--- src/pkg/msc_pkg.sv ---
// constants for the motion sensor configuration register slice
package msc_pkg;
    // widths
    localparam int ADDR_W = 7;
    localparam int DATA_W = 8;
    localparam int BANK_W = 3;

    // bank codes
    localparam logic [2:0] BANK_0   = 3'h0;
    localparam logic [2:0] BANK_1   = 3'h1;
    localparam logic [2:0] BANK_MAX = 3'h4;

    // bank 0 offsets
    localparam logic [6:0] OFS_DROPPED_LOW   = 7'h6c;
    localparam logic [6:0] OFS_DROPPED_HIGH  = 7'h6d;
    localparam logic [6:0] OFS_SELFTEST_CTRL = 7'h70;
    localparam logic [6:0] OFS_PART_IDENTITY = 7'h75;
    // present in every bank
    localparam logic [6:0] OFS_BANK_CHOICE   = 7'h76;

    // bank 1 offsets
    localparam logic [6:0] OFS_AXIS_POWER_OFF  = 7'h03;
    localparam logic [6:0] OFS_GYRO_BYPASS     = 7'h0b;
    localparam logic [6:0] OFS_AAF_DELTA       = 7'h0c;
    localparam logic [6:0] OFS_AAF_DSQ_LOW     = 7'h0d;
    localparam logic [6:0] OFS_AAF_SHIFT_DSQ_H = 7'h0e;
    localparam logic [6:0] OFS_NOTCH_X_LOW     = 7'h0f;
    localparam logic [6:0] OFS_NOTCH_Y_LOW     = 7'h10;
    localparam logic [6:0] OFS_NOTCH_Z_LOW     = 7'h11;
    localparam logic [6:0] OFS_NOTCH_HIGH_SEL  = 7'h12;

    // reset values
    localparam logic [7:0] RST_ZERO            = 8'h00;
    localparam logic [7:0] RST_GYRO_BYPASS     = 8'ha8;
    localparam logic [7:0] RST_AAF_DELTA       = 8'h3f;
    localparam logic [7:0] RST_AAF_DSQ_LOW     = 8'h80;
    localparam logic [7:0] RST_AAF_SHIFT_DSQ_H = 8'h3f;

    // writable bit masks; reserved bits are zero here
    localparam logic [7:0] MASK_SELFTEST    = 8'h7f;
    localparam logic [7:0] MASK_BANK_CHOICE = 8'h07;
    localparam logic [7:0] MASK_AXIS_OFF    = 8'h3f;
    localparam logic [7:0] MASK_BYPASS      = 8'h03;
    localparam logic [7:0] MASK_AAF_DELTA   = 8'h3f;
    localparam logic [7:0] MASK_FULL        = 8'hff;
    localparam logic [7:0] MASK_NOTCH_HIGH  = 8'h3f;

    // field positions
    localparam int SELFTEST_SUPPLY_BIT = 6;
    localparam int SELFTEST_EN_MSB     = 5;
    localparam int AXIS_OFF_MSB        = 5;
    localparam int AAF_BYPASS_BIT      = 1;
    localparam int NOTCH_BYPASS_BIT    = 0;
    localparam int AAF_DELTA_MSB       = 5;
    localparam int AAF_SHIFT_MSB       = 7;
    localparam int AAF_SHIFT_LSB       = 4;
    localparam int DSQ_HIGH_MSB        = 3;
    localparam int NOTCH_X_BIT8        = 0;
    localparam int NOTCH_Y_BIT8        = 1;
    localparam int NOTCH_Z_BIT8        = 2;
    localparam int NOTCH_X_SEL         = 3;
    localparam int NOTCH_Y_SEL         = 4;
    localparam int NOTCH_Z_SEL         = 5;
    localparam int BANK_MSB            = 2;
    localparam int COUNT_HIGH_MSB      = 15;
    localparam int COUNT_HIGH_LSB      = 8;
    localparam int COUNT_LOW_MSB       = 7;
endpackage

--- src/rtl/msc_cfg_byte.sv ---
// one writable configuration byte with reset or trim load
`timescale 1ns/100ps
module msc_cfg_byte
    import msc_pkg::*;
#(
    parameter logic [7:0] RESET_VAL = 8'h00,
    parameter logic [7:0] WR_MASK   = 8'hff,
    parameter bit         USE_TRIM  = 1'b0
) (
    input  wire logic       clk,
    input  wire logic       rst_b,
    input  wire logic       wr_en,
    input  wire logic [7:0] wr_data,
    input  wire logic [7:0] trim_val,
    output logic      [7:0] value
);
    typedef struct packed {
        logic [7:0] data;
    } msc_byte_state_t;

    msc_byte_state_t st_q;
    msc_byte_state_t st_d;

    // reserved bits never take a written one
    always_comb begin
        st_d = st_q;
        if (wr_en) begin
            st_d.data = wr_data & WR_MASK;
        end
    end

    // trimmed bytes load their calibration while reset is held
    always_ff @(posedge clk) begin
        if (!rst_b) begin
            st_q.data <= USE_TRIM ? (trim_val & WR_MASK) : (RESET_VAL & WR_MASK);
        end else begin
            st_q <= st_d;
        end
    end

    assign value = st_q.data;
endmodule

--- src/rtl/msc_regs.sv ---
// register slice of the motion sensor: bank 0 tail and bank 1 gyro filter setup
// Summary of operation
// - dropped-packet count low byte readable at bank 0 0x6c, read live from DROPPED_PACKET_COUNT
// - dropped-packet count high byte readable at bank 0 0x6d, read live from DROPPED_PACKET_COUNT
// - self-test control at bank 0 0x70 holds six axis self-test enables
// - fixed eight-bit identity readable at bank 0 0x75
// - identity value is independent of the serial bus target address
// - bank selector at 0x76 is reachable from every bank
// - bank field bits 2:0 picks banks 0-4, bank 0 after reset
// - bank 1 0x03 switches individual gyro and accel axes off
// - all axis-off bits are clear after reset
// - bank 1 0x0b bypasses gyro anti-alias (bit 1) and notch (bit 0)
// - anti-alias delta, delta-squared and shift live at 0x0c to 0x0e
// - nine-bit notch coefficient and select per gyro axis at 0x0f to 0x12
// - notch coefficient registers reset to per-unit factory trim values
`timescale 1ns/100ps
module msc_regs
    import msc_pkg::*;
#(
    parameter logic [7:0] IDENTITY_VALUE = 8'h5a  // arbitrary value
) (
    input  wire logic        CLK,
    input  wire logic        RST_B,
    input  wire logic [6:0]  REG_ADDR,
    input  wire logic        REG_WR_EN,
    input  wire logic [7:0]  REG_WR_DATA,
    input  wire logic        REG_RD_EN,
    output logic      [7:0]  REG_RD_DATA,
    input  wire logic [15:0] DROPPED_PACKET_COUNT,
    input  wire logic [7:0]  TRIM_X_NOTCH_LOW,
    input  wire logic [7:0]  TRIM_Y_NOTCH_LOW,
    input  wire logic [7:0]  TRIM_Z_NOTCH_LOW,
    input  wire logic [7:0]  TRIM_NOTCH_HIGH_SELECT,
    output logic      [2:0]  BANK_CHOICE,
    output logic             ACCEL_SELFTEST_SUPPLY,
    output logic      [5:0]  SELFTEST_ON,
    output logic      [5:0]  AXIS_OFF,
    output logic             GYRO_ANTIALIAS_BYPASS,
    output logic             GYRO_NOTCH_BYPASS,
    output logic      [5:0]  GYRO_ANTIALIAS_DELTA,
    output logic      [11:0] GYRO_ANTIALIAS_DELTA_SQUARED,
    output logic      [3:0]  GYRO_ANTIALIAS_SHIFT,
    output logic      [8:0]  GYRO_X_NOTCH_COEF,
    output logic      [8:0]  GYRO_Y_NOTCH_COEF,
    output logic      [8:0]  GYRO_Z_NOTCH_COEF,
    output logic             GYRO_X_NOTCH_SELECT,
    output logic             GYRO_Y_NOTCH_SELECT,
    output logic             GYRO_Z_NOTCH_SELECT
);
    typedef struct packed {
        logic [2:0] bank;
        logic [7:0] rd_data;
    } msc_state_t;

    msc_state_t st_q;
    msc_state_t st_d;

    logic       in_bank0;
    logic       in_bank1;
    logic [7:0] selftest_v;
    logic [7:0] axis_off_v;
    logic [7:0] bypass_v;
    logic [7:0] delta_v;
    logic [7:0] dsq_low_v;
    logic [7:0] shift_dsq_v;
    logic [7:0] notch_x_v;
    logic [7:0] notch_y_v;
    logic [7:0] notch_z_v;
    logic [7:0] notch_hi_v;

    // bank qualification for everything but the bank selector
    assign in_bank0 = (st_q.bank == BANK_0);
    assign in_bank1 = (st_q.bank == BANK_1);

    // bank 0 self-test control, supply bit kept by the host
    msc_cfg_byte #(.RESET_VAL(RST_ZERO), .WR_MASK(MASK_SELFTEST), .USE_TRIM(1'b0)) u_selftest (
        .clk      (CLK),
        .rst_b    (RST_B),
        .wr_en    (REG_WR_EN && in_bank0 && REG_ADDR == OFS_SELFTEST_CTRL),
        .wr_data  (REG_WR_DATA),
        .trim_val (RST_ZERO),
        .value    (selftest_v)
    );

    // bank 1 axis power-off, all axes on after reset
    msc_cfg_byte #(.RESET_VAL(RST_ZERO), .WR_MASK(MASK_AXIS_OFF), .USE_TRIM(1'b0)) u_axis_off (
        .clk      (CLK),
        .rst_b    (RST_B),
        .wr_en    (REG_WR_EN && in_bank1 && REG_ADDR == OFS_AXIS_POWER_OFF),
        .wr_data  (REG_WR_DATA),
        .trim_val (RST_ZERO),
        .value    (axis_off_v)
    );

    // bank 1 filter bypass bits
    msc_cfg_byte #(.RESET_VAL(RST_GYRO_BYPASS), .WR_MASK(MASK_BYPASS), .USE_TRIM(1'b0)) u_bypass (
        .clk      (CLK),
        .rst_b    (RST_B),
        .wr_en    (REG_WR_EN && in_bank1 && REG_ADDR == OFS_GYRO_BYPASS),
        .wr_data  (REG_WR_DATA),
        .trim_val (RST_ZERO),
        .value    (bypass_v)
    );

    // anti-alias bandwidth parameters
    msc_cfg_byte #(.RESET_VAL(RST_AAF_DELTA), .WR_MASK(MASK_AAF_DELTA), .USE_TRIM(1'b0)) u_delta (
        .clk      (CLK),
        .rst_b    (RST_B),
        .wr_en    (REG_WR_EN && in_bank1 && REG_ADDR == OFS_AAF_DELTA),
        .wr_data  (REG_WR_DATA),
        .trim_val (RST_ZERO),
        .value    (delta_v)
    );

    msc_cfg_byte #(.RESET_VAL(RST_AAF_DSQ_LOW), .WR_MASK(MASK_FULL), .USE_TRIM(1'b0)) u_dsq_low (
        .clk      (CLK),
        .rst_b    (RST_B),
        .wr_en    (REG_WR_EN && in_bank1 && REG_ADDR == OFS_AAF_DSQ_LOW),
        .wr_data  (REG_WR_DATA),
        .trim_val (RST_ZERO),
        .value    (dsq_low_v)
    );

    msc_cfg_byte #(.RESET_VAL(RST_AAF_SHIFT_DSQ_H), .WR_MASK(MASK_FULL), .USE_TRIM(1'b0)) u_shift_dsq (
        .clk      (CLK),
        .rst_b    (RST_B),
        .wr_en    (REG_WR_EN && in_bank1 && REG_ADDR == OFS_AAF_SHIFT_DSQ_H),
        .wr_data  (REG_WR_DATA),
        .trim_val (RST_ZERO),
        .value    (shift_dsq_v)
    );

    // notch coefficients come out of reset with factory trim
    msc_cfg_byte #(.RESET_VAL(RST_ZERO), .WR_MASK(MASK_FULL), .USE_TRIM(1'b1)) u_notch_x (
        .clk      (CLK),
        .rst_b    (RST_B),
        .wr_en    (REG_WR_EN && in_bank1 && REG_ADDR == OFS_NOTCH_X_LOW),
        .wr_data  (REG_WR_DATA),
        .trim_val (TRIM_X_NOTCH_LOW),
        .value    (notch_x_v)
    );

    msc_cfg_byte #(.RESET_VAL(RST_ZERO), .WR_MASK(MASK_FULL), .USE_TRIM(1'b1)) u_notch_y (
        .clk      (CLK),
        .rst_b    (RST_B),
        .wr_en    (REG_WR_EN && in_bank1 && REG_ADDR == OFS_NOTCH_Y_LOW),
        .wr_data  (REG_WR_DATA),
        .trim_val (TRIM_Y_NOTCH_LOW),
        .value    (notch_y_v)
    );

    msc_cfg_byte #(.RESET_VAL(RST_ZERO), .WR_MASK(MASK_FULL), .USE_TRIM(1'b1)) u_notch_z (
        .clk      (CLK),
        .rst_b    (RST_B),
        .wr_en    (REG_WR_EN && in_bank1 && REG_ADDR == OFS_NOTCH_Z_LOW),
        .wr_data  (REG_WR_DATA),
        .trim_val (TRIM_Z_NOTCH_LOW),
        .value    (notch_z_v)
    );

    msc_cfg_byte #(.RESET_VAL(RST_ZERO), .WR_MASK(MASK_NOTCH_HIGH), .USE_TRIM(1'b1)) u_notch_hi (
        .clk      (CLK),
        .rst_b    (RST_B),
        .wr_en    (REG_WR_EN && in_bank1 && REG_ADDR == OFS_NOTCH_HIGH_SEL),
        .wr_data  (REG_WR_DATA),
        .trim_val (TRIM_NOTCH_HIGH_SELECT),
        .value    (notch_hi_v)
    );

    // bank selector update and registered read path
    always_comb begin
        st_d = st_q;
        // selector decodes whatever bank is active; reserved codes are dropped
        if (REG_WR_EN && REG_ADDR == OFS_BANK_CHOICE) begin
            if ((REG_WR_DATA & MASK_BANK_CHOICE) <= {5'h00, BANK_MAX}) begin
                st_d.bank = REG_WR_DATA[BANK_MSB:0];
            end
        end
        if (REG_RD_EN) begin
            st_d.rd_data = 8'h00;  // unmapped and reserved read zero
            if (REG_ADDR == OFS_BANK_CHOICE) begin
                st_d.rd_data = {5'h00, st_q.bank};
            end else if (in_bank0) begin
                case (REG_ADDR)
                    OFS_DROPPED_LOW:   st_d.rd_data = DROPPED_PACKET_COUNT[COUNT_LOW_MSB:0];
                    OFS_DROPPED_HIGH:  st_d.rd_data = DROPPED_PACKET_COUNT[COUNT_HIGH_MSB:COUNT_HIGH_LSB];
                    OFS_SELFTEST_CTRL: st_d.rd_data = selftest_v;
                    OFS_PART_IDENTITY: st_d.rd_data = IDENTITY_VALUE;
                    default:           st_d.rd_data = 8'h00;
                endcase
            end else if (in_bank1) begin
                case (REG_ADDR)
                    OFS_AXIS_POWER_OFF:  st_d.rd_data = axis_off_v;
                    OFS_GYRO_BYPASS:     st_d.rd_data = bypass_v;
                    OFS_AAF_DELTA:       st_d.rd_data = delta_v;
                    OFS_AAF_DSQ_LOW:     st_d.rd_data = dsq_low_v;
                    OFS_AAF_SHIFT_DSQ_H: st_d.rd_data = shift_dsq_v;
                    OFS_NOTCH_X_LOW:     st_d.rd_data = notch_x_v;
                    OFS_NOTCH_Y_LOW:     st_d.rd_data = notch_y_v;
                    OFS_NOTCH_Z_LOW:     st_d.rd_data = notch_z_v;
                    OFS_NOTCH_HIGH_SEL:  st_d.rd_data = notch_hi_v;
                    default:             st_d.rd_data = 8'h00;
                endcase
            end
        end
    end

    // bank 0 after reset, read data cleared
    always_ff @(posedge CLK) begin
        if (!RST_B) begin
            st_q.bank    <= BANK_0;
            st_q.rd_data <= RST_ZERO;
        end else begin
            st_q <= st_d;
        end
    end

    // field outputs straight from the register flops
    assign REG_RD_DATA                  = st_q.rd_data;
    assign BANK_CHOICE                  = st_q.bank;
    assign ACCEL_SELFTEST_SUPPLY        = selftest_v[SELFTEST_SUPPLY_BIT];
    assign SELFTEST_ON                  = selftest_v[SELFTEST_EN_MSB:0];
    assign AXIS_OFF                     = axis_off_v[AXIS_OFF_MSB:0];
    assign GYRO_ANTIALIAS_BYPASS        = bypass_v[AAF_BYPASS_BIT];
    assign GYRO_NOTCH_BYPASS            = bypass_v[NOTCH_BYPASS_BIT];
    assign GYRO_ANTIALIAS_DELTA         = delta_v[AAF_DELTA_MSB:0];
    assign GYRO_ANTIALIAS_DELTA_SQUARED = {shift_dsq_v[DSQ_HIGH_MSB:0], dsq_low_v};
    assign GYRO_ANTIALIAS_SHIFT         = shift_dsq_v[AAF_SHIFT_MSB:AAF_SHIFT_LSB];
    assign GYRO_X_NOTCH_COEF            = {notch_hi_v[NOTCH_X_BIT8], notch_x_v};
    assign GYRO_Y_NOTCH_COEF            = {notch_hi_v[NOTCH_Y_BIT8], notch_y_v};
    assign GYRO_Z_NOTCH_COEF            = {notch_hi_v[NOTCH_Z_BIT8], notch_z_v};
    assign GYRO_X_NOTCH_SELECT          = notch_hi_v[NOTCH_X_SEL];
    assign GYRO_Y_NOTCH_SELECT          = notch_hi_v[NOTCH_Y_SEL];
    assign GYRO_Z_NOTCH_SELECT          = notch_hi_v[NOTCH_Z_SEL];
endmodule

--- config.mk ---
export PLATFORM = sky130hd
export DESIGN_NAME = msc_regs
export DESIGN_NICKNAME = d
export VERILOG_FILES = /design/src/pkg/msc_pkg.sv /design/src/rtl/msc_cfg_byte.sv /design/src/rtl/msc_regs.sv
export SDC_FILE = /design/constraint.sdc
export NUM_CORES = 1
export LEC_CHECK = 0
export BUFFER_PORTS_ARGS = -buffer_cell sky130_fd_sc_hd__buf_4
export CELL_PAD_IN_SITES_DETAIL_PLACEMENT = 0
export CELL_PAD_IN_SITES_GLOBAL_PLACEMENT = 1
export CORE_ASPECT_RATIO = 0.7
export CORE_MARGIN = 1
export CORE_UTILIZATION = 40
export CTS_BUF_LIST = sky130_fd_sc_hd__clkbuf_2 sky130_fd_sc_hd__clkbuf_4 sky130_fd_sc_hd__clkbuf_8
export DETAILED_ROUTE_END_ITERATION = 7
export PLACE_DENSITY = 0.91
export SLEW_MARGIN = 10
export SYNTH_ARGS = -nofsm -noshare
export SYNTH_HDL_FRONTEND = slang
export SYNTH_SLANG_ARGS = --single-unit
--- constraint.sdc ---
create_clock -name CLK -period 4.2 [get_ports CLK]
set_input_delay 0.63 -clock CLK [delete_from_list [all_inputs] [get_ports CLK]]
set_output_delay 0.63 -clock CLK [all_outputs]
set_load 0.05 [all_outputs]
# Yosys cells after proc, flatten, opt, wreduce, memory -nomap -nowiden
# Index checks and enable logic that the tools add are counted.
[op_classes]
eq_ne = 19
reduce_logical = 15
n_lt_le_gt_ge = 1
muxes = 13
[op_table]
columns = ["operator", "n"]
rows = [
  ["two-way mux 8 bit", 9],
  ["one-hot mux 8 bit (9 select lines)", 1],
  ["== test 7 x 4 -> 1 bit, second input constant", 5],
  ["== test 7 bit, second input constant", 5],
  ["one-hot mux 8 bit (4 select lines)", 1],
  ["== test 7 x 5 -> 1 bit, second input constant", 3],
  ["logical AND 1 bit", 13],
  ["two-way mux 6 bit", 2],
  ["!= test 2 x 1 -> 1 bit, second input constant", 4],
  ["== test 7 x 2 -> 1 bit, second input constant", 1],
  ["== test 3 x 1 -> 1 bit, second input constant", 1],
  ["less-or-equal comparator 3 bit, second input constant", 1],
  ["logical NOT 3 bit", 1],
  ["AND reduction 2 bit", 1],
]
[totals]
reg_bits = 78
input_bits = 67
out_inout_bits = 78

# Depth between registers and ports, before layout
# Gate-level depths: netlist of run 1.
[logic_depth]
ltp_word = 5
depth_mapped = 7

# Modules after synthesis
# A second synthesis of run 1 with hierarchy kept.
[unflattened]
hier_cells = 440
area_unflattened_um2 = 4611.9
[modules_own_cells]
columns = ["mod", "n_inst", "cells_each", "area_each_um2", "seq_area_each_um2"]
rows = [
  ["msc_regs", 1, 238, 1707.9, 220.2],
  ["msc_cfg_byte at u_notch_x ...", 3, 18, 377.9, 240.2],
  ["msc_cfg_byte at u_notch_hi", 1, 17, 306.5, 180.2],
  ["msc_cfg_byte at u_dsq_low", 1, 25, 299.0, 160.2],
  ["msc_cfg_byte at u_shift_dsq", 1, 25, 286.5, 160.2],
  ["msc_cfg_byte at u_selftest", 1, 24, 276.5, 140.1],
  ["msc_cfg_byte at u_axis_off", 1, 22, 247.7, 120.1],
  ["msc_cfg_byte at u_delta", 1, 22, 232.7, 120.1],
  ["msc_cfg_byte at u_bypass", 1, 13, 121.4, 40.0],
]

# Worst setup path before layout of run 1
# No wires, ideal clock.
[synth_path]
kind = "input port to flip-flop"
start = "in REG_ADDR[3]"
end = "reg u_notch_y.st_q (netlist bit u_notch_y.value[0]) (enable)"
t_required_ps = 3813
setup_slack_ps = 1751
arrival_time_ps = 2062
path_stages = 5
n_path_buf = 1
setup_time_ps = 387
cell_sequence = "buf_6 > nor2_2 > and3_1 > nand3_1 > o31ai_1"
[synth_via]
elab_chain_len = 3
[synth_lines]
columns = ["item", "line_no", "text"]
rows = [
  ["start, declared", "msc_regs.sv:24", "input wire logic [6:0] REG_ADDR,"],
  ["== test 7 x 5 -> 1 bit", "msc_regs.sv:146", ".wr_en (REG_WR_EN && in_bank1 && REG_ADDR == OFS_NOTCH_Y_LOW),"],
  ["logical AND 1 bit", "msc_regs.sv:146", ""],
  ["!= test 2 x 1 -> 1 bit (no line)", "-", ""],
  ["end signal, assigned", "msc_cfg_byte.sv:37", "st_q <= st_d;"],
  ["end, declared", "msc_cfg_byte.sv:21", "msc_byte_state_t st_q;"],
]
# Every way passes these cells.
# A chain may end at the register's enable or synchronous reset.

# Final worst setup path of run 1
[layout_path]
start = "in REG_ADDR[3]"
end = "reg u_notch_hi.st_q (netlist bit u_notch_hi.value[1]) (enable)"
[layout_via]
elab_chain_len = 3
[layout_lines]
columns = ["item", "line_no", "text"]
rows = [
  ["== test 7 x 5 -> 1 bit", "msc_regs.sv:164", ".wr_en (REG_WR_EN && in_bank1 && REG_ADDR == OFS_NOTCH_HIGH_SEL),"],
  ["logical AND 1 bit", "msc_regs.sv:164", ""],
  ["!= test 2 x 1 -> 1 bit (no line)", "-", ""],
  ["end signal, assigned", "msc_cfg_byte.sv:37", ""],
  ["end, declared", "msc_cfg_byte.sv:21", ""],
]
# Every way passes these cells.

==> metrics.md, run 1 <==
| Metric | Value |
|---|---|
| Final slew viol count | 0 |
| Final Hold Vio Count | 0 |
| Leading cell types by total area after synthesis | dfxtp_1 23%, edfxtp_1 22%, mux2i_1 7.4% |
| Count of hold buffers inserted by post-cts repair | 0 |
| Post-synthesis register bit count | 78 |
| Area taken by multi-input logic gates | 0.00202 mm² |
| Commonest non-fill, non-tap cell in the layout | buf_4 |
| Number of antenna cells inserted | 0 |
| Post-Place Worst Slack | 1.49 ns |
| Number of instances on the worst hold path | 2 |
| Startpoint of the tightest hold check path | u_dsq_low.value[4] |
| Internal cell power | 1.33 mW |
| Total power per unit cell area | 337 mW/mm² |
| Mapped Nets | 534 |
| Largest fanout of any net on the critical path | 10 |
| Post-synthesis sequential area ratio | 0.445 |
| Count of yosys warnings during synthesis | 0 |
| Width of the chip | 124 µm |
| Nature of the critical path startpoint | input port |
| RePlAce Congestion | 0.907 |
| Half-perimeter wire length of the detailed placement result | 10300 µm |
| Drt wl/cell | 19.5 µm |
| Worst-case hold path end point | u_dsq_low.value[4] |
| Root Driver | clkbuf_8 |
| Number of synthesized flops with an enable pin | 30 |
| Setup skew after layout | 0.0105 ns |
| Worst-case setup margin in the final layout | 1.83 ns |
| Share of flip-flops with an asynchronous set or reset | 0 |
| Worst-margin pin slew | 0.940 ns |
| Leading area contributor after synthesis | dfxtp_1 |
| First-pass GRT wire length | 21400 µm |
| Post-synthesis instance area | 0.00419 mm² |
| Starting DRT DRC Count | 418 |
| Arrival time of the worst setup path | 2.37 ns |
| Capturing point of the worst reg2reg path | u_notch_hi.value[1] |
| DRC | 0 |
| Leak | 2.44 nW |
| Total Power Consumption | 1.86 mW |
| Clock-pin slew reported for the worst setup and hold paths after clock tree synthesis | 0.08 ns |
| Register share of total power | 0.450 |
| Inserted Clock Buffers | 9 |
| Die Ht | 87.6 µm |
| Via density per instance | 5.64 |
| Core ar. | 0.00995 mm² |
| Buffers inserted by post-CTS timing repair | 0 |
| Die Footprint | 0.0109 mm² |
| Post-synth top flop | dfxtp_1 |
| Worst-skew pair later-pin latency | 0.37 ns |
| Highest-count cells in the layout ignoring fill and taps | 147 x buf_4, 58 x nand2_1, 51 x o21ai_0, 48 x dfxtp_1, 42 x nand3_1 |
| Number of gates resized after CTS | 0 |
| Class of the worst hold path | flip-flop to flip-flop |
| RSZ-0062 raised after global routing | no |
| Critical path start-end classification | input port to flip-flop |
| Slack of the worst reg-to-reg path | 1.84 ns |
| Count of different cell masters after synthesis | 60 |
| Number of maximum-capacitance constraint violations | 0 |
| Htree depth | 3 |
| Share of the synthesized area in the top cell type | 0.229 |
| Worst slew margin relative to its limit | 0.367 |
| Pin count of the biggest net entering global routing | 95 |
| Total of buffers placed on input and output ports | 142 |
| P_sw | 533 µW |
| TritonCTS clock tree | yes |
| Overall via count from detail_route | 4089 |
| GRT Total Usage | 0.260 |
| Total routed wirelength | 14100 µm |
| Net switching fraction of the power | 0.286 |
| Run status | complete, no violations |
| Number of cells on the worst reg-to-reg path | 3 |
| Cells after Synth | 467 |
| Final antenna-violating net count | 0 |
| Timing-limited maximum frequency | 0.422 GHz |
| GR Overflow Total | 0 |
| Share of cells above drive strength 1 | 0.303 |
| Shortest clock period the worst path allows after layout | 2.37 ns |
| Initial antenna violation count | 0 |
| Area added between synthesis and finish | 31.9% |
| Sort of element at the end of the critical path | flip-flop |
| Number of nets in the layout | 659 |
| Worst supply voltage drop on vdd | 0.205 mV |
| Required time worst endpoint | 4.20 ns |
| Period Utilization, post-route | 0.565 |
| Clock Tree Buf Depth | 2 |
| Portion of total power attributed to combinational logic | 0.177 |
| Vias in the first global route | 3920 |
| Startpoint of the worst-slack reg-to-reg timing path | BANK_CHOICE[0] |
| Clock network fraction of design power | 0.373 |
| Initial core utilization | 0.421 |
| Post-synthesis area per instance | 8.97 µm² |
| Top-level port count | 145 |
| Count of final setup violators | 0 |
| Layout fillers | 917 |
| Sequential standard cell area | 0.00186 mm² |
| First-pass iteration count of the detailed router | 5 |
| Site Rows | 30 |
| Post-Route Setup TNS | 0 ns |
| Num Clock Sinks | 78 |
## power groups by stage
stage | Combinational, mW | Sequential (mW) | Clock, mW
after floorplan | 0.103 | 0.948 | 0
after global placement | 0.325 | 0.856 | 0
after detailed placement | 0.328 | 0.856 | 0
after CTS | 0.328 | 0.838 | 0.705
after global routing | 0.348 | 0.842 | 0.733
final | 0.330 | 0.839 | 0.695
## worst max-delay path, cell delays in order
cell     delay (ns)
buf_4          0.16
nor2_2         0.33
and3_1         0.28
nand3_1        0.16
o21ai_0        0.80
## synth_stat cells (4+ instances only)
cell	count
o31ai_1	4
clkbuf_1	19
nand2_1	58
a31oi_1	6
a22oi_1	6
mux2_2	4
buf_6	4
o21ai_0	51
mux2i_1	31
and3_1	7
nor2_1	8
dfxtp_1	48
nand3_1	42
nor2b_1	14
a21boi_0	16
edfxtp_1	30
inv_1	37
buf_2	6
nor3_1	6
a21oi_1	7
## sequential cells by signal, indices dropped and copies added, names as in the netlist, 3 cells and up
signal             flops
BANK_CHOICE            3
REG_RD_DATA            8
u_axis_off.value       6
u_delta.value          6
u_dsq_low.value        8
u_notch_hi.value       6
u_notch_x.value        8
u_notch_y.value        8
u_notch_z.value        8
u_selftest.value       7
u_shift_dsq.value      8
## area by class of cell
| type | instances | share of cell area |
|---|---|---|
| clock buffer | 9 | 0.0224 |
| tap | 128 | 0.0290 |
| clock inverter | 7 | 0.0217 |
| timing repair buffer | 147 | 0.200 |
| sequential | 78 | 0.337 |
| multi-input combinational | 319 | 0.365 |
| inverter | 37 | 0.0251 |
## cells by family (layout without fill, tap and decap cells)
family | Yosys count | count (layout) | share of synthesized area
AOI/OAI and AO/OA | 120 | 120 | 0.186
buffers and inverters | 70 | 200 | 0.0738
DFF | 78 | 78 | 0.445
muxes | 36 | 36 | 0.0902
and+or+nand+nor | 163 | 163 | 0.205
## how the worst max path moves through the flow
stage	start	end	slack, ns
detailed placement	REG_ADDR[3]	u_notch_hi.value[3]	1.49
floorplan	REG_ADDR[3]	u_notch_y.value[0]	1.75
global route	BANK_CHOICE[0]	u_dsq_low.value[7]	1.69
global placement	REG_ADDR[3]	u_notch_y.value[3]	1.50
finish	REG_ADDR[3]	u_notch_hi.value[1]	1.83
CTS	REG_ADDR[3]	u_notch_hi.value[3]	1.88
## through the flow
step	std cells	instance area (µm²)	util	hold WS, ns
2_1_floorplan	467	4190	-	0.683
3_3_place_gp	709	5280	0.531	0.459
3_5_place_dp	709	5280	0.531	0.465
4_1_cts	725	5530	0.555	0.477
5_1_grt	725	5530	0.555	0.510
6_report	725	5530	0.555	0.475
## per-layer routing
layer	wire length (µm)	vias up	GRT usage
met3	1380	11	0.0733
met5	0	-	0
met2	6180	237	0.395
met1	6410	1915	0.363
met4	166	0	0.0723
li1	-	1926	-
(Power assumes the default switching activity.)
==> run 2, diff against run 1 <==
Settings changed: CORE_UTILIZATION 40 to 38, PLACE_DENSITY 0.91 to 0.87.
Clock period 4.2 ns to 2.2 ns, I/O delays scaled along.
==> run 2 against run 1 <==
  * Sequential power grew 91%
  * Via count up 1.6%
  * Die area rose by 5.2%
  * Sequential share of layout area fell by 0.57 points
  * Clock skew is 0.00098 ns lower
  * Critical path type is now flip-flop to flip-flop
  * Highest routed layer unchanged
==> metrics.md, run 2 (synthesized netlist as in run 1, its figures left out) <==
| Metric | Value |
|---|---|
| Shortest clock period the worst path allows after layout | 1.87 ns |
| Width of the chip | 127 µm (was 124 µm) |
| P_sw | 1.04 mW (was 533 µW) |
| Half-perimeter wire length of the detailed placement result | 10700 µm (was 10300 µm) |
| Worst-skew pair later-pin latency | 0.38 ns (was 0.37 ns) |
| Final slew viol count | 0 (unchanged) |
| Clock network fraction of design power | 0.307 (was 0.373) |
| Initial core utilization | 0.398 (was 0.421) |
| Sequential standard cell area | 0.00186 mm² (unchanged) |
| Site Rows | 31 (was 30) |
| Net switching fraction of the power | 0.320 (was 0.286) |
| Class of the worst hold path | input port to flip-flop (was flip-flop to flip-flop) |
| Buf/Inv on CP | 1 (unchanged) |
| Total power per unit cell area | 576 mW/mm² (was 337 mW/mm²) |
| Pin count of the biggest net entering global routing | 79 (was 95) |
| Highest-count cells in the layout ignoring fill and taps | 165 x buf_4, 58 x nand2_1, 50 x o21ai_0, 48 x dfxtp_1, 42 x nand3_1 (was 147 x buf_4, 58 x nand2_1, 51 x o21ai_0, 48 x dfxtp_1, 42 x nand3_1) |
| Worst path most repeated cell | nand2_1 |
| Count of final setup violators | 0 (unchanged) |
| Share of cells above drive strength 1 | 0.325 (was 0.303) |
| Area taken by multi-input logic gates | 0.00202 mm² (about the same) |
| Commonest non-fill, non-tap cell in the layout | buf_4 (unchanged) |
| Final antenna-violating net count | 0 (unchanged) |
| Via density per instance | 5.44 (was 5.64) |
| DRC | 0 (unchanged) |
| Post-Route Utilization | 0.535 (was 0.555) |
| Arrival time of the worst setup path | 2.11 ns (was 2.37 ns) |
| Die Ht | 89.8 µm (was 87.6 µm) |
| RSZ-0062 raised after global routing | no (unchanged) |
| Starting DRT DRC Count | 361 (was 418) |
| Worst-margin pin slew | 0.681 ns (was 0.940 ns) |
| Num Clock Sinks | 78 (unchanged) |
| Internal cell power | 2.20 mW (was 1.33 mW) |
| Nature of the critical path startpoint | flip-flop (was input port) |
| Period Utilization, post-route | 0.852 |
| Core ar. | 0.0105 mm² (was 0.00995 mm²) |
| Capturing point of the worst reg2reg path | u_dsq_low.value[7] (was u_notch_hi.value[1]) |
| Inserted Clock Buffers | 9 (unchanged) |
| Number of antenna cells inserted | 0 (unchanged) |
| Layout fillers | 992 (was 917) |
| Drt wl/cell | 18.7 µm (was 19.5 µm) |
| Clock Tree Buf Depth | 2 (unchanged) |
| Timing-limited maximum frequency | 0.533 GHz |
| Largest fanout of any net on the critical path | 8 (was 10) |
| Critical-path cell list | nand4bb_1 > nor3_4 > buf_4 > nand2_1 > nand2_1 > nand3_1 (was buf_4 > nor2_2 > and3_1 > nand3_1 > o21ai_0) |
| Buffers inserted by post-CTS timing repair | 0 (unchanged) |
| Startpoint of the worst-slack reg-to-reg timing path | BANK_CHOICE[1] (was BANK_CHOICE[0]) |
| Initial antenna violation count | 0 (unchanged) |
| First-pass iteration count of the detailed router | 5 (unchanged) |
| Sort of element at the end of the critical path | flip-flop (unchanged) |
| Critical path start-end classification | flip-flop to flip-flop (was input port to flip-flop) |
| Run status | complete, no violations (unchanged) |
| Area added between synthesis and finish | 34.2% (was 31.9%) |
| Leak | 2.49 nW (was 2.44 nW) |
| Vias in the first global route | 3981 (was 3920) |
| Final Hold Vio Count | 0 (unchanged) |
| GR Overflow Total | 0 (unchanged) |
| Slack of the worst reg-to-reg path | 0.33 ns (was 1.84 ns) |
| Worst supply voltage drop on vdd | 0.413 mV (was 0.205 mV) |
| Post-Route Setup TNS | 0 ns (unchanged) |
| Total of buffers placed on input and output ports | 142 (unchanged) |
| Overall via count from detail_route | 4154 (was 4089) |
| TritonCTS clock tree | yes (unchanged) |
| Worst slew margin relative to its limit | 0.546 (was 0.367) |
| End point of the critical path | u_dsq_low.value[7] (was u_notch_hi.value[1]) |
| Kind of cell adding the most delay to the critical path | simple AND/OR/NAND/NOR gates (was compound AO/OA/AOI/OAI gates) |
| Maximum cell stage delay along the critical path | 0.40 ns (was 0.80 ns) |
| Die Footprint | 0.0115 mm² (was 0.0109 mm²) |
| Worst setup startpoint | BANK_CHOICE[1] (was REG_ADDR[3]) |
| Crit path depth | 6 (was 5) |
| Number of nets in the layout | 677 (was 659) |
| Critical Path Slowest Stage Cell | dfxtp_1 (was o21ai_0) |
| Setup skew after layout | 0.00950 ns (was 0.0105 ns) |
| Clock-pin slew reported for the worst setup and hold paths after clock tree synthesis | 0.09 ns (was 0.08 ns) |
| Root Driver | clkbuf_8 (unchanged) |
| First-pass GRT wire length | 21500 µm (was 21400 µm) |
| Number of cells on the worst reg-to-reg path | 6 (was 3) |
| GRT Total Usage | 0.249 (was 0.260) |
| Register share of total power | 0.495 (was 0.450) |
| Htree depth | 3 (unchanged) |
| Number of maximum-capacitance constraint violations | 0 (unchanged) |
| Total routed wirelength | 14300 µm (was 14100 µm) |
| Portion of total power attributed to combinational logic | 0.198 (was 0.177) |
| Number of gates resized after CTS | 0 (unchanged) |
| RePlAce Congestion | 0.890 (was 0.907) |
| Required time worst endpoint | 2.43 ns (was 4.20 ns) |
| Top-level port count | 145 (unchanged) |
| Count of hold buffers inserted by post-cts repair | 0 (unchanged) |
-- run 2: cell type report --
cell class / count / area share
Multi-Input combinational cell: 319 / 0.360
Sequential cell: 78 / 0.331
Timing Repair Buffer: 165 / 0.220
Tap cell: 148 / 0.0329
Inverter: 37 / 0.0247
Clock buffer: 9 / 0.0220
Clock inverter: 7 / 0.00890
-- run 2: worst min-delay path: cells and delay by family --
kind                   cells  cell delay (ns)
and+or+nand+nor            2             0.14
buffers and inverters      1             0.10
-- run 2: layer usage --
metal,routed length (µm),global-route usage,vias up
met4,242,0.0724,0
met5,0,0,-
met3,1260,0.0661,22
li1,-,-,1959
met2,6190,0.370,215
met1,6590,0.351,1958
-- run 2: power by group through the flow --
stage | sequential (mW) | combinational [mW] | clock, mW
5_1_grt | 1.61 | 0.679 | 1.04
3_5_place_dp | 1.64 | 0.640 | 0
3_3_place_gp | 1.64 | 0.635 | 0
2_1_floorplan | 1.81 | 0.198 | 0
6_report | 1.60 | 0.642 | 0.993
4_1_cts | 1.60 | 0.641 | 0.997
-- run 2: how the worst min path moves through the flow --
stage	from	endpoint	slack, ns	cells after the start
2_1_floorplan	REG_WR_DATA[3]	u_shift_dsq.value[3]	0.46	2
3_3_place_gp	u_dsq_low.value[4]	u_dsq_low.value[4]	0.46	2
3_5_place_dp	u_dsq_low.value[4]	u_dsq_low.value[4]	0.47	2
4_1_cts	REG_WR_DATA[7]	u_dsq_low.value[7]	0.22	3
5_1_grt	REG_WR_DATA[7]	u_dsq_low.value[7]	0.26	3
6_report	REG_WR_DATA[7]	u_dsq_low.value[7]	0.23	3
-- run 2: per-stage QoR --
step | setup slack [ns] | total power, mW | hold WS, ns | std cells | cell area, µm²
4_1_cts | 0.343 | 3.24 | 0.219 | 763 | 5620
6_report | 0.325 | 3.24 | 0.228 | 763 | 5620
2_1_floorplan | 0.0686 | 2.01 | 0.455 | 467 | 4190
5_1_grt | 0.0732 | 3.33 | 0.255 | 763 | 5620
3_3_place_gp | 0.229 | 2.27 | 0.463 | 747 | 5450
3_5_place_dp | 0.195 | 2.28 | 0.467 | 747 | 5450
